`src/shared/shifr_pkg.sv`:
```
// Package of offsets, field layouts and reset values for the interrupt and buffer register bank.
package shifr_pkg;

  // ---------------------------------------------------------------------------
  // Bus geometry
  // ---------------------------------------------------------------------------
  localparam int unsigned ADDR_W = 8;   // Byte address width; the bank spans 0x00 to 0xfc.
  localparam int unsigned DATA_W = 32;  // Data width of every register.

  // ---------------------------------------------------------------------------
  // Register byte offsets
  // ---------------------------------------------------------------------------
  localparam logic [7:0] OFS_FLAG_CLEAR   = 8'h38;  // Interrupt flag clear, write only.
  localparam logic [7:0] OFS_ENABLE_MASK  = 8'h3c;  // Interrupt enable mask, read-write.
  localparam logic [7:0] OFS_WORD_COUNTER = 8'h48;  // Buffer word counter, read only.
  localparam logic [7:0] OFS_WINDOW_FIRST = 8'h80;  // First entry of the buffer data window.
  localparam logic [7:0] OFS_WINDOW_LAST  = 8'hfc;  // Last entry of the buffer data window.

  // ---------------------------------------------------------------------------
  // Field layouts and reset values
  // ---------------------------------------------------------------------------
  localparam int unsigned FLAG_W         = 24;            // Status flags occupy bits 23:0.
  localparam logic [23:0] STICKY_MASK    = 24'hc007ff;    // Bits 23:22 and 10:0 latch until cleared.
  localparam int unsigned BIT_CMD_DONE   = 23;            // Command completion signal flag.
  localparam int unsigned BIT_CARD_INT   = 22;            // Card interrupt flag.
  localparam logic [23:0] ENABLE_RESET   = 24'h000000;    // Enable mask reset value.
  localparam int unsigned COUNT_W        = 24;            // Words remaining field, bits 23:0.
  localparam int unsigned LEN_W          = 25;            // Transfer byte length, bits 24:0.
  localparam logic [23:0] COUNT_RESET    = 24'h000000;    // Counter reset value.
  localparam logic [3:0]  FULL_STROBE    = 4'hf;          // Only whole-word writes are honoured.

  // ---------------------------------------------------------------------------
  // Bus responses
  // ---------------------------------------------------------------------------
  localparam logic [1:0] RESP_OKAY   = 2'h0;  // Access completed.
  localparam logic [1:0] RESP_SLVERR = 2'h2;  // Unmapped, misaligned or partial access.

endpackage : shifr_pkg

```
`src/logic/shifr_regs.sv`:
```
// Interrupt flag, enable mask, word counter and buffer window registers behind an AXI4-Lite slave.
//
// Operation
// - Clear register is write-only; ones clear flags.
// - Clear bits exist at 23, 22, 10:0.
// - Bits 23:22,10:0 sticky; 21:11 follow hardware.
// - Enable register: bits 23:0 read-write, 31:24 reserved.
// - Counter loads length/4, rounded up, at start.
// - Counter decrements by one in each cycle with a buffer push or pop; a same-cycle push and pop count once. Here the count holds at zero instead.
// - Window spans 0x80 to 0xfc, one buffer.
// - Window write pushes transmit, read pops receive.
//
// Local design decision: the AXI4-Lite register port.
`timescale 1ns/1ps

module shifr_regs
(
  input  wire logic                           clk_sys,              // System clock, 40 MHz.
  input  wire logic                           rst_b,                // Asynchronous reset, active low.
  // AXI4-Lite write address channel.
  input  wire logic                           s_axi_awvalid,        // Write address valid.
  output logic                                s_axi_awready,        // Write address ready.
  input  wire logic [shifr_pkg::ADDR_W-1:0]   s_axi_awaddr,         // Write byte address.
  input  wire logic [2:0]                     s_axi_awprot,         // Protection, not used.
  // AXI4-Lite write data channel.
  input  wire logic                           s_axi_wvalid,         // Write data valid.
  output logic                                s_axi_wready,         // Write data ready.
  input  wire logic [shifr_pkg::DATA_W-1:0]   s_axi_wdata,          // Write data.
  input  wire logic [3:0]                     s_axi_wstrb,          // Byte strobes.
  // AXI4-Lite write response channel.
  output logic                                s_axi_bvalid,         // Write response valid.
  input  wire logic                           s_axi_bready,         // Write response ready.
  output logic      [1:0]                     s_axi_bresp,          // Write response code.
  // AXI4-Lite read address channel.
  input  wire logic                           s_axi_arvalid,        // Read address valid.
  output logic                                s_axi_arready,        // Read address ready.
  input  wire logic [shifr_pkg::ADDR_W-1:0]   s_axi_araddr,         // Read byte address.
  input  wire logic [2:0]                     s_axi_arprot,         // Protection, not used.
  // AXI4-Lite read data channel.
  output logic                                s_axi_rvalid,         // Read data valid.
  input  wire logic                           s_axi_rready,         // Read data ready.
  output logic      [shifr_pkg::DATA_W-1:0]   s_axi_rdata,          // Read data.
  output logic      [1:0]                     s_axi_rresp,          // Read response code.
  // Controller side.
  input  wire logic [shifr_pkg::FLAG_W-1:0]   flag_event,           // Sticky set pulses and level conditions.
  input  wire logic [shifr_pkg::LEN_W-1:0]    transfer_byte_length, // Programmed byte length.
  input  wire logic                           transfer_start_bit,   // Pulse on each start-bit write of one.
  input  wire logic [shifr_pkg::DATA_W-1:0]   rx_buffer_word,       // Head word of the receive buffer.
  output logic                                tx_push_reg,          // One-cycle push into transmit buffer.
  output logic      [shifr_pkg::DATA_W-1:0]   tx_word_reg,          // Word pushed with tx_push_reg.
  output logic                                rx_pop_reg,           // One-cycle pop from receive buffer.
  output logic      [shifr_pkg::FLAG_W-1:0]   status_flags,         // Status flags, registered.
  output logic      [shifr_pkg::COUNT_W-1:0]  words_remaining,      // Buffer word counter, registered.
  output logic                                irq_reg               // Controller interrupt request.
);

  // ---------------------------------------------------------------------------
  // Write channel holding registers
  // ---------------------------------------------------------------------------
  logic                         aw_full_reg;   // A write address is held.
  logic [shifr_pkg::ADDR_W-1:0] aw_addr_reg;   // Held write address.
  logic                         w_full_reg;    // Write data is held.
  logic [shifr_pkg::DATA_W-1:0] w_data_reg;    // Held write data.
  logic [3:0]                   w_strb_reg;    // Held byte strobes.
  logic                         bvalid_reg;    // Write response pending.
  logic [1:0]                   bresp_reg;     // Pending write response code.
  logic                         awready_reg;   // Registered address ready.
  logic                         wready_reg;    // Registered data ready.

  // Address and data are taken independently, in either order.
  wire logic aw_take  = s_axi_awvalid && awready_reg;
  wire logic w_take   = s_axi_wvalid && wready_reg;
  // The write acts once both halves are held and the last response is gone.
  wire logic do_write = aw_full_reg && w_full_reg && !bvalid_reg;

  wire logic aw_full_next = (aw_full_reg && !do_write) || aw_take;
  wire logic w_full_next  = (w_full_reg && !do_write) || w_take;
  wire logic bvalid_next  = do_write || (bvalid_reg && !s_axi_bready);

  // ---------------------------------------------------------------------------
  // Write decode
  // ---------------------------------------------------------------------------
  // Partial or misaligned writes are refused with an error and change nothing.
  wire logic wr_whole   = (w_strb_reg == shifr_pkg::FULL_STROBE) && (aw_addr_reg[1:0] == 2'h0);
  wire logic wr_clear   = wr_whole && (aw_addr_reg == shifr_pkg::OFS_FLAG_CLEAR);
  wire logic wr_enable  = wr_whole && (aw_addr_reg == shifr_pkg::OFS_ENABLE_MASK);
  wire logic wr_counter = wr_whole && (aw_addr_reg == shifr_pkg::OFS_WORD_COUNTER);
  // Every aligned word from the first to the last entry reaches the same buffer.
  wire logic wr_window  = wr_whole && (aw_addr_reg >= shifr_pkg::OFS_WINDOW_FIRST) &&
                          (aw_addr_reg <= shifr_pkg::OFS_WINDOW_LAST);
  wire logic wr_hit     = wr_clear || wr_enable || wr_counter || wr_window;
  wire logic [1:0] wr_resp = wr_hit ? shifr_pkg::RESP_OKAY : shifr_pkg::RESP_SLVERR;

  // Clear pulses reach only implemented sticky bits; zeros and reserved bits do nothing.
  wire logic [shifr_pkg::FLAG_W-1:0] clear_pulse =
    (do_write && wr_clear) ? (w_data_reg[23:0] & shifr_pkg::STICKY_MASK) : '0;

  // Write channel state.
  always_ff @(posedge clk_sys or negedge rst_b)
  begin
    if (!rst_b)
    begin
      aw_full_reg <= 1'b0;
      w_full_reg  <= 1'b0;
      bvalid_reg  <= 1'b0;
      awready_reg <= 1'b0;
      wready_reg  <= 1'b0;
    end
    else
    begin
      aw_full_reg <= aw_full_next;
      w_full_reg  <= w_full_next;
      bvalid_reg  <= bvalid_next;
      awready_reg <= !aw_full_next;
      wready_reg  <= !w_full_next;
    end
  end

  // Payload capture; the full flags guard these, and the reset only keeps them defined.
  always_ff @(posedge clk_sys or negedge rst_b)
  begin
    if (!rst_b)
    begin
      aw_addr_reg <= '0;
      w_data_reg  <= '0;
      w_strb_reg  <= 4'h0;
      bresp_reg   <= shifr_pkg::RESP_OKAY;
    end
    else
    begin
      if (aw_take)
        aw_addr_reg <= s_axi_awaddr;
      if (w_take)
      begin
        w_data_reg <= s_axi_wdata;
        w_strb_reg <= s_axi_wstrb;
      end
      if (do_write)
        bresp_reg <= wr_resp;
    end
  end

  // ---------------------------------------------------------------------------
  // Enable mask and transmit push
  // ---------------------------------------------------------------------------
  logic [shifr_pkg::FLAG_W-1:0] enable_reg;  // One enable per status flag.

  // Only bits 23:0 are stored, so reserved bits always read back as zero.
  always_ff @(posedge clk_sys or negedge rst_b)
  begin
    if (!rst_b)
      enable_reg <= shifr_pkg::ENABLE_RESET;
    else if (do_write && wr_enable)
      enable_reg <= w_data_reg[23:0];
  end

  // A window write becomes a one-cycle push with its word.
  always_ff @(posedge clk_sys or negedge rst_b)
  begin
    if (!rst_b)
    begin
      tx_push_reg <= 1'b0;
      tx_word_reg <= '0;
    end
    else
    begin
      tx_push_reg <= do_write && wr_window;
      if (do_write && wr_window)
        tx_word_reg <= w_data_reg;
    end
  end

  // ---------------------------------------------------------------------------
  // Read channel
  // ---------------------------------------------------------------------------
  logic                         rvalid_reg;   // Read data pending.
  logic                         arready_reg;  // Registered read address ready.
  logic [shifr_pkg::DATA_W-1:0] rdata_reg;    // Read data.
  logic [1:0]                   rresp_reg;    // Read response code.

  wire logic ar_take     = s_axi_arvalid && arready_reg;
  wire logic rvalid_next = ar_take || (rvalid_reg && !s_axi_rready);

  // Read decode, taken from the address on the bus at the taking edge.
  wire logic rd_align   = (s_axi_araddr[1:0] == 2'h0);
  wire logic rd_clear   = rd_align && (s_axi_araddr == shifr_pkg::OFS_FLAG_CLEAR);
  wire logic rd_enable  = rd_align && (s_axi_araddr == shifr_pkg::OFS_ENABLE_MASK);
  wire logic rd_counter = rd_align && (s_axi_araddr == shifr_pkg::OFS_WORD_COUNTER);
  wire logic rd_window  = rd_align && (s_axi_araddr >= shifr_pkg::OFS_WINDOW_FIRST) &&
                          (s_axi_araddr <= shifr_pkg::OFS_WINDOW_LAST);
  wire logic rd_hit     = rd_clear || rd_enable || rd_counter || rd_window;

  // The clear register is write only and reads as zero.
  wire logic [shifr_pkg::DATA_W-1:0] rd_value =
    rd_enable  ? {8'h00, enable_reg}      :
    rd_counter ? {8'h00, words_remaining} :
    rd_window  ? rx_buffer_word           :
                 32'h00000000;

  // Read channel state and data.
  always_ff @(posedge clk_sys or negedge rst_b)
  begin
    if (!rst_b)
    begin
      rvalid_reg  <= 1'b0;
      arready_reg <= 1'b0;
      rdata_reg   <= '0;
      rresp_reg   <= shifr_pkg::RESP_OKAY;
      rx_pop_reg  <= 1'b0;
    end
    else
    begin
      rvalid_reg  <= rvalid_next;
      arready_reg <= !rvalid_next;
      rx_pop_reg  <= ar_take && rd_window;
      if (ar_take)
      begin
        rdata_reg <= rd_value;
        rresp_reg <= rd_hit ? shifr_pkg::RESP_OKAY : shifr_pkg::RESP_SLVERR;
      end
    end
  end

  // ---------------------------------------------------------------------------
  // Flags, counter and interrupt
  // ---------------------------------------------------------------------------
  logic [shifr_pkg::FLAG_W-1:0] flag_state;  // Flag bank output.

  // Sticky flags latch events; the others follow the controller directly.
  shifr_flag_bank
  #(
    .WIDTH  (shifr_pkg::FLAG_W),
    .STICKY (shifr_pkg::STICKY_MASK)
  )
  u_flags
  (
    .clk_sys    (clk_sys),
    .rst_b      (rst_b),
    .flag_event (flag_event),
    .flag_clear (clear_pulse),
    .flag_state (flag_state)
  );

  // Each cycle with a window push or pop counts the remaining words down by one while above zero, even when both coincide.
  wire logic word_step = tx_push_reg || rx_pop_reg;

  // Reloads on every start pulse, whether or not a transfer was running.
  shifr_word_counter u_counter
  (
    .clk_sys     (clk_sys),
    .rst_b       (rst_b),
    .load        (transfer_start_bit),
    .byte_length (transfer_byte_length),
    .word_step   (word_step),
    .count_reg   (words_remaining)
  );

  // The request is registered, so it lags the flag by one cycle.
  always_ff @(posedge clk_sys or negedge rst_b)
  begin
    if (!rst_b)
      irq_reg <= 1'b0;
    else
      irq_reg <= |(flag_state & enable_reg);
  end

  // ---------------------------------------------------------------------------
  // Output wiring
  // ---------------------------------------------------------------------------
  assign s_axi_awready = awready_reg;
  assign s_axi_wready  = wready_reg;
  assign s_axi_bvalid  = bvalid_reg;
  assign s_axi_bresp   = bresp_reg;
  assign s_axi_arready = arready_reg;
  assign s_axi_rvalid  = rvalid_reg;
  assign s_axi_rdata   = rdata_reg;
  assign s_axi_rresp   = rresp_reg;
  assign status_flags  = flag_state;
endmodule : shifr_regs

```
`src/logic/shifr_flag_bank.sv`:
```
// Status flag bank: sticky or level-following flags with write-one-to-clear.
`timescale 1ns/1ps

module shifr_flag_bank
#(
  parameter int unsigned          WIDTH  = 24,            // Number of flags.
  parameter logic [WIDTH-1:0]     STICKY = '0             // One where a flag latches.
)
(
  input  wire logic             clk_sys,      // System clock.
  input  wire logic             rst_b,        // Asynchronous reset, active low.
  input  wire logic [WIDTH-1:0] flag_event,   // Set pulses for sticky flags, levels otherwise.
  input  wire logic [WIDTH-1:0] flag_clear,   // One-cycle clear pulses, already masked.
  output logic      [WIDTH-1:0] flag_state    // Current flag values, registered.
);

  // ---------------------------------------------------------------------------
  // Flag update
  // ---------------------------------------------------------------------------
  // A set arriving in the same cycle as a clear wins, so no event is lost.
  // Level flags follow their condition and ignore any clear request.
  wire logic [WIDTH-1:0] flag_next = (STICKY & ((flag_state & ~flag_clear) | flag_event)) |
                                     (~STICKY & flag_event);

  // The flag register itself.
  always_ff @(posedge clk_sys or negedge rst_b)
  begin
    if (!rst_b)
      flag_state <= '0;
    else
      flag_state <= flag_next;
  end

endmodule : shifr_flag_bank

```
`src/logic/shifr_word_counter.sv`:
```
// Buffer word counter: loads the word count of a transfer and counts buffer accesses down.
`timescale 1ns/1ps

module shifr_word_counter
(
  input  wire logic                          clk_sys,      // System clock.
  input  wire logic                          rst_b,        // Asynchronous reset, active low.
  input  wire logic                          load,         // Transfer start pulse.
  input  wire logic [shifr_pkg::LEN_W-1:0]   byte_length,  // Transfer byte length.
  input  wire logic                          word_step,    // One buffer word moved.
  output logic      [shifr_pkg::COUNT_W-1:0] count_reg     // Words remaining.
);

  // ---------------------------------------------------------------------------
  // Next value
  // ---------------------------------------------------------------------------
  // A partial last word still takes a whole buffer word, hence the round up.
  wire logic                          partial_word = |byte_length[1:0];
  wire logic [shifr_pkg::COUNT_W-1:0] load_value   = {1'b0, byte_length[24:2]} +
                                                     {{(shifr_pkg::COUNT_W-1){1'b0}}, partial_word};
  // Stops at zero: extra accesses past the end must not wrap to a huge count.
  wire logic                          can_step     = word_step && (count_reg != '0);
  wire logic [shifr_pkg::COUNT_W-1:0] count_next   = load     ? load_value :
                                                     can_step ? count_reg - 24'h000001 :
                                                                count_reg;

  // The counter register; a start pulse overrides a same-cycle access.
  always_ff @(posedge clk_sys or negedge rst_b)
  begin
    if (!rst_b)
      count_reg <= shifr_pkg::COUNT_RESET;
    else
      count_reg <= count_next;
  end

endmodule : shifr_word_counter

```
`config.mk`:
```
export PLATFORM = sky130hd
export DESIGN_NAME = shifr_regs
export DESIGN_NICKNAME = d
export VERILOG_FILES = /design/src/shared/shifr_pkg.sv /design/src/logic/shifr_regs.sv /design/src/logic/shifr_flag_bank.sv /design/src/logic/shifr_word_counter.sv
export SDC_FILE = /design/constraint.sdc
export NUM_CORES = 1
export LEC_CHECK = 0
export BUFFER_PORTS_ARGS = -buffer_cell sky130_fd_sc_hd__buf_2
export CORE_MARGIN = 2
export CORE_UTILIZATION = 35
export DETAILED_ROUTE_END_ITERATION = 10
export GPL_TIMING_DRIVEN = 1
export REMOVE_ABC_BUFFERS = 1
export SLEW_MARGIN = 20
export SYNTH_ARGS = -nofsm -noshare
export SYNTH_HDL_FRONTEND = slang
export SYNTH_SLANG_ARGS = --single-unit
```
`constraint.sdc`:
```
create_clock -name clk_sys -period 2.6 [get_ports clk_sys]
set_input_delay 0.39 -clock clk_sys [delete_from_list [all_inputs] [get_ports clk_sys]]
set_output_delay 0.39 -clock clk_sys [all_outputs]
set_load 0.05 [all_outputs]
```
==> run_results.csv <==
group,metric,value,unit
run_status,outcome,"complete, no violations",
clock_tree,numClockSinks,192,
timing,final_hold_viol_count,0,
yosys,synth_top_family_by_area,"multiplexers",
yosys,synth.area.mux_share,14.8,%
yosys,synthAdderAreaFrac,0.580,%
clock_tree,htreeDepth,4,
grt,grt_pass1_vias,7083,
setup_path,cpMaxStageDelayCell,"or4_4",
placement,dpl.cell_count,1333,
clock_tree,clock-root-buffer,"clkbuf_16",
yosys,synthFlopType,"dfrtp_1",
placement,port-buffer-count,262,
floorplan,die_x,161,um
yosys,async_flop_share,100,%
timing,whs,0.0537,ns
route,drtAntennaViolNets,0,
setup_path,cp-start-kind,"flip-flop",
floorplan,core-area,0.0242,mm^2
floorplan,die_area,0.0259,mm^2
timing,post-route-period-util,94.1,%
clock_tree,cts_buffers,17,
finish,final_nets,1180,
route,drtPass1Iterations,5,
timing,min_period,2.45,ns
yosys,synth_edf_count,0,
power,vdd_ir_drop_max,0.000804,V
yosys,syn_area_per_cell,11.5,um^2
setup_path,worstPathArrival,2.77,ns
yosys,ys_seq_elements,192,
setup_path,crit_required,2.92,ns
timing,tightest_slew,0.785,ns
floorplan,io_pins,271,
grt,antenna_found_initial,5,
timing,rsz0062_at_grt,"no",
yosys,syn-instance-count,748,
clock_tree,cts_tree,"done",
grt,track_usage,19.8,%
yosys,netlist_area,0.00863,mm^2
yosys,yosysWarnings,0,
setup_path,cpMostUsedCell,"or4_4",
yosys,synth-xor-area-share,2.94,%
route,drt_wl_total,25.6,mm
route,wire_per_inst,18.7,um
placement,dp_hpwl,19.1,mm
hold_path,hold_path.class,"in2reg",
finish,drive_gt1_share,43.2,%
timing,clock_skew,0.0133,ns
grt,grt.overflow.total,0,
floorplan,num_rows,57,
yosys,synthSimpleGateAreaFrac,13.0,%
timing,slew_viol_final,0,
setup_path,cp_cell_sequence,"or4_4 -> or4_4 -> o31ai_4 -> mux2i_1 -> mux2_2",
floorplan,die_y,161,um
route,drt_iter0_markers,392,
setup_path,critical_path.endpoint_type,"flip-flop",
run,drv_cap,0,
route,num_vias,6960,
finish,fillCellCount,2332,
setup_path,crit_buf_inv,0,
yosys,ys_seq_area_share,55.7,%
floorplan,initial_core_util,35.6,%
finish,final_cell_count_no_fill,1369,
finish,layout_commonest_cell,"buf_2",
placement,gp_congestion,0.873,
finish,areaGrowthSynthToFinish,29.2,%
timing,relSlewSlack,47.7,%
power,p_leak,0.00530,uW
timing,max_freq,409,MHz
timing,finalSetupTns,0,ns
setup_path,slowest_delay,0.57,ns
route,vias_per_cell,5.08,
yosys,ys_types,54,
clock_tree,clock_path_buffers,2,
finish,final_cell_mix,"buf_2, dfrtp_1, mux2_2",
grt,grt_pass1_wl,39.7,mm
setup_path,crit_type,"reg2reg",
grt,grt_max_degree,72,
clock_tree,worstSkewPairLatency,0.44,ns
timing,setup_viol_count_final,0,
power,power.density,863,mW/mm^2
clock_tree,clk_pin_slew,0.08,ns
power,power,9620,uW
setup_path,cp_top_family,"simple AND/OR/NAND/NOR gates",
route,drc,0,
setup_path,crit_fanout,9,
yosys,synth-compound-area-share,10.5,%
[timing repair]
action                    in CTS  in global routing
hold endpoints to repair      33                  0
hold buffers                   1                  0
buffers inserted               0                  0
resized for setup              0                  0
[path summary, 6_finish.rpt]
| kind | start | endpoint | slack (ns) | cells after the start |
|---|---|---|---|---|
| max in group asynchronous | rst_b | enable_reg[3] | 1.45 | 3 |
| hold reg to reg | s_axi_rdata[24] | s_axi_rdata[24] | 0.47 | 2 |
| hold / removal | flag_event[13] | u_flags.flag_state[13] | 0.05 | 1 |
| setup / recovery | u_counter.count_reg[11] | u_counter.count_reg[1] | 0.15 | 5 |
| min in group asynchronous | rst_b | s_axi_rdata[27] | 0.44 | 2 |
| setup reg to reg | u_counter.count_reg[11] | u_counter.count_reg[1] | 0.15 | 5 |
[Yosys cell counts (all sizes together), types with 8 or more instances]
master / count / area, um^2
a22oi: 10 / 75.1
inv: 14 / 52.6
nand4: 11 / 68.8
a221oi: 26 / 228
nor3: 12 / 65.1
mux2: 101 / 1140
mux2i: 14 / 140
o21ai: 8 / 40.0
nand2: 87 / 327
xnor2: 21 / 184
dfrtp: 192 / 4800
nand3: 20 / 100
clkbuf: 34 / 128
nor2: 51 / 191
xor2: 8 / 70.1
nor4: 11 / 83.8
a21o: 14 / 105
a21oi: 30 / 150
[power breakdown]
group	internal, uW	switching [uW]	leakage (uW)
combinational	946	1840	0.00264
sequential	3650	460	0.00236
clock	1400	1320	0.000296
[kinds of logic (layout without fill, tap and decap cells)]
group | count (synthesis) | in the layout
other | 1 | 5
buffers and inverters | 53 | 346
adders and majority gates | 4 | 4
DFF | 192 | 192
muxes | 115 | 115
AOI/OAI and AO/OA | 123 | 123
xor gates and xnor gates | 29 | 29
and+or+nand+nor | 231 | 231
[per-stage QoR]
step                      area, um^2  setup WS (ns)  utilization, %
after floorplan                 8470         -0.196               -
after global placement         10500          0.190            43.4
after detailed placement       10500          0.168            43.4
after CTS                      11100          0.162            46.0
after global routing           11100         0.0860            46.0
final                          11200          0.153            46.0
[metal layers]
| metal | global-route usage, % | share of wire [%] |
|---|---|---|
| met3 | 6.11 | 8.0 |
| met1 | 26.3 | 43 |
| met5 | 0 | 0.17 |
| met4 | 5.40 | 1.7 |
| met2 | 31.6 | 47 |
[area by class of cell]
| class | instances | area, um^2 | area share [%] |
|---|---|---|---|
| multi-input cells | 504 | 3630 | 32.5 |
| repair buffers | 300 | 1650 | 14.8 |
| inverters | 14 | 52.6 | 0.471 |
| clock inverters | 14 | 169 | 1.51 |
| flip-flops and latches | 192 | 4800 | 43.1 |
| clock buffers | 18 | 439 | 3.94 |
| diodes | 3 | 7.51 | 0.0673 |
| well taps | 324 | 405 | 3.64 |
Note: power is estimated with default switching activity, not from simulation.
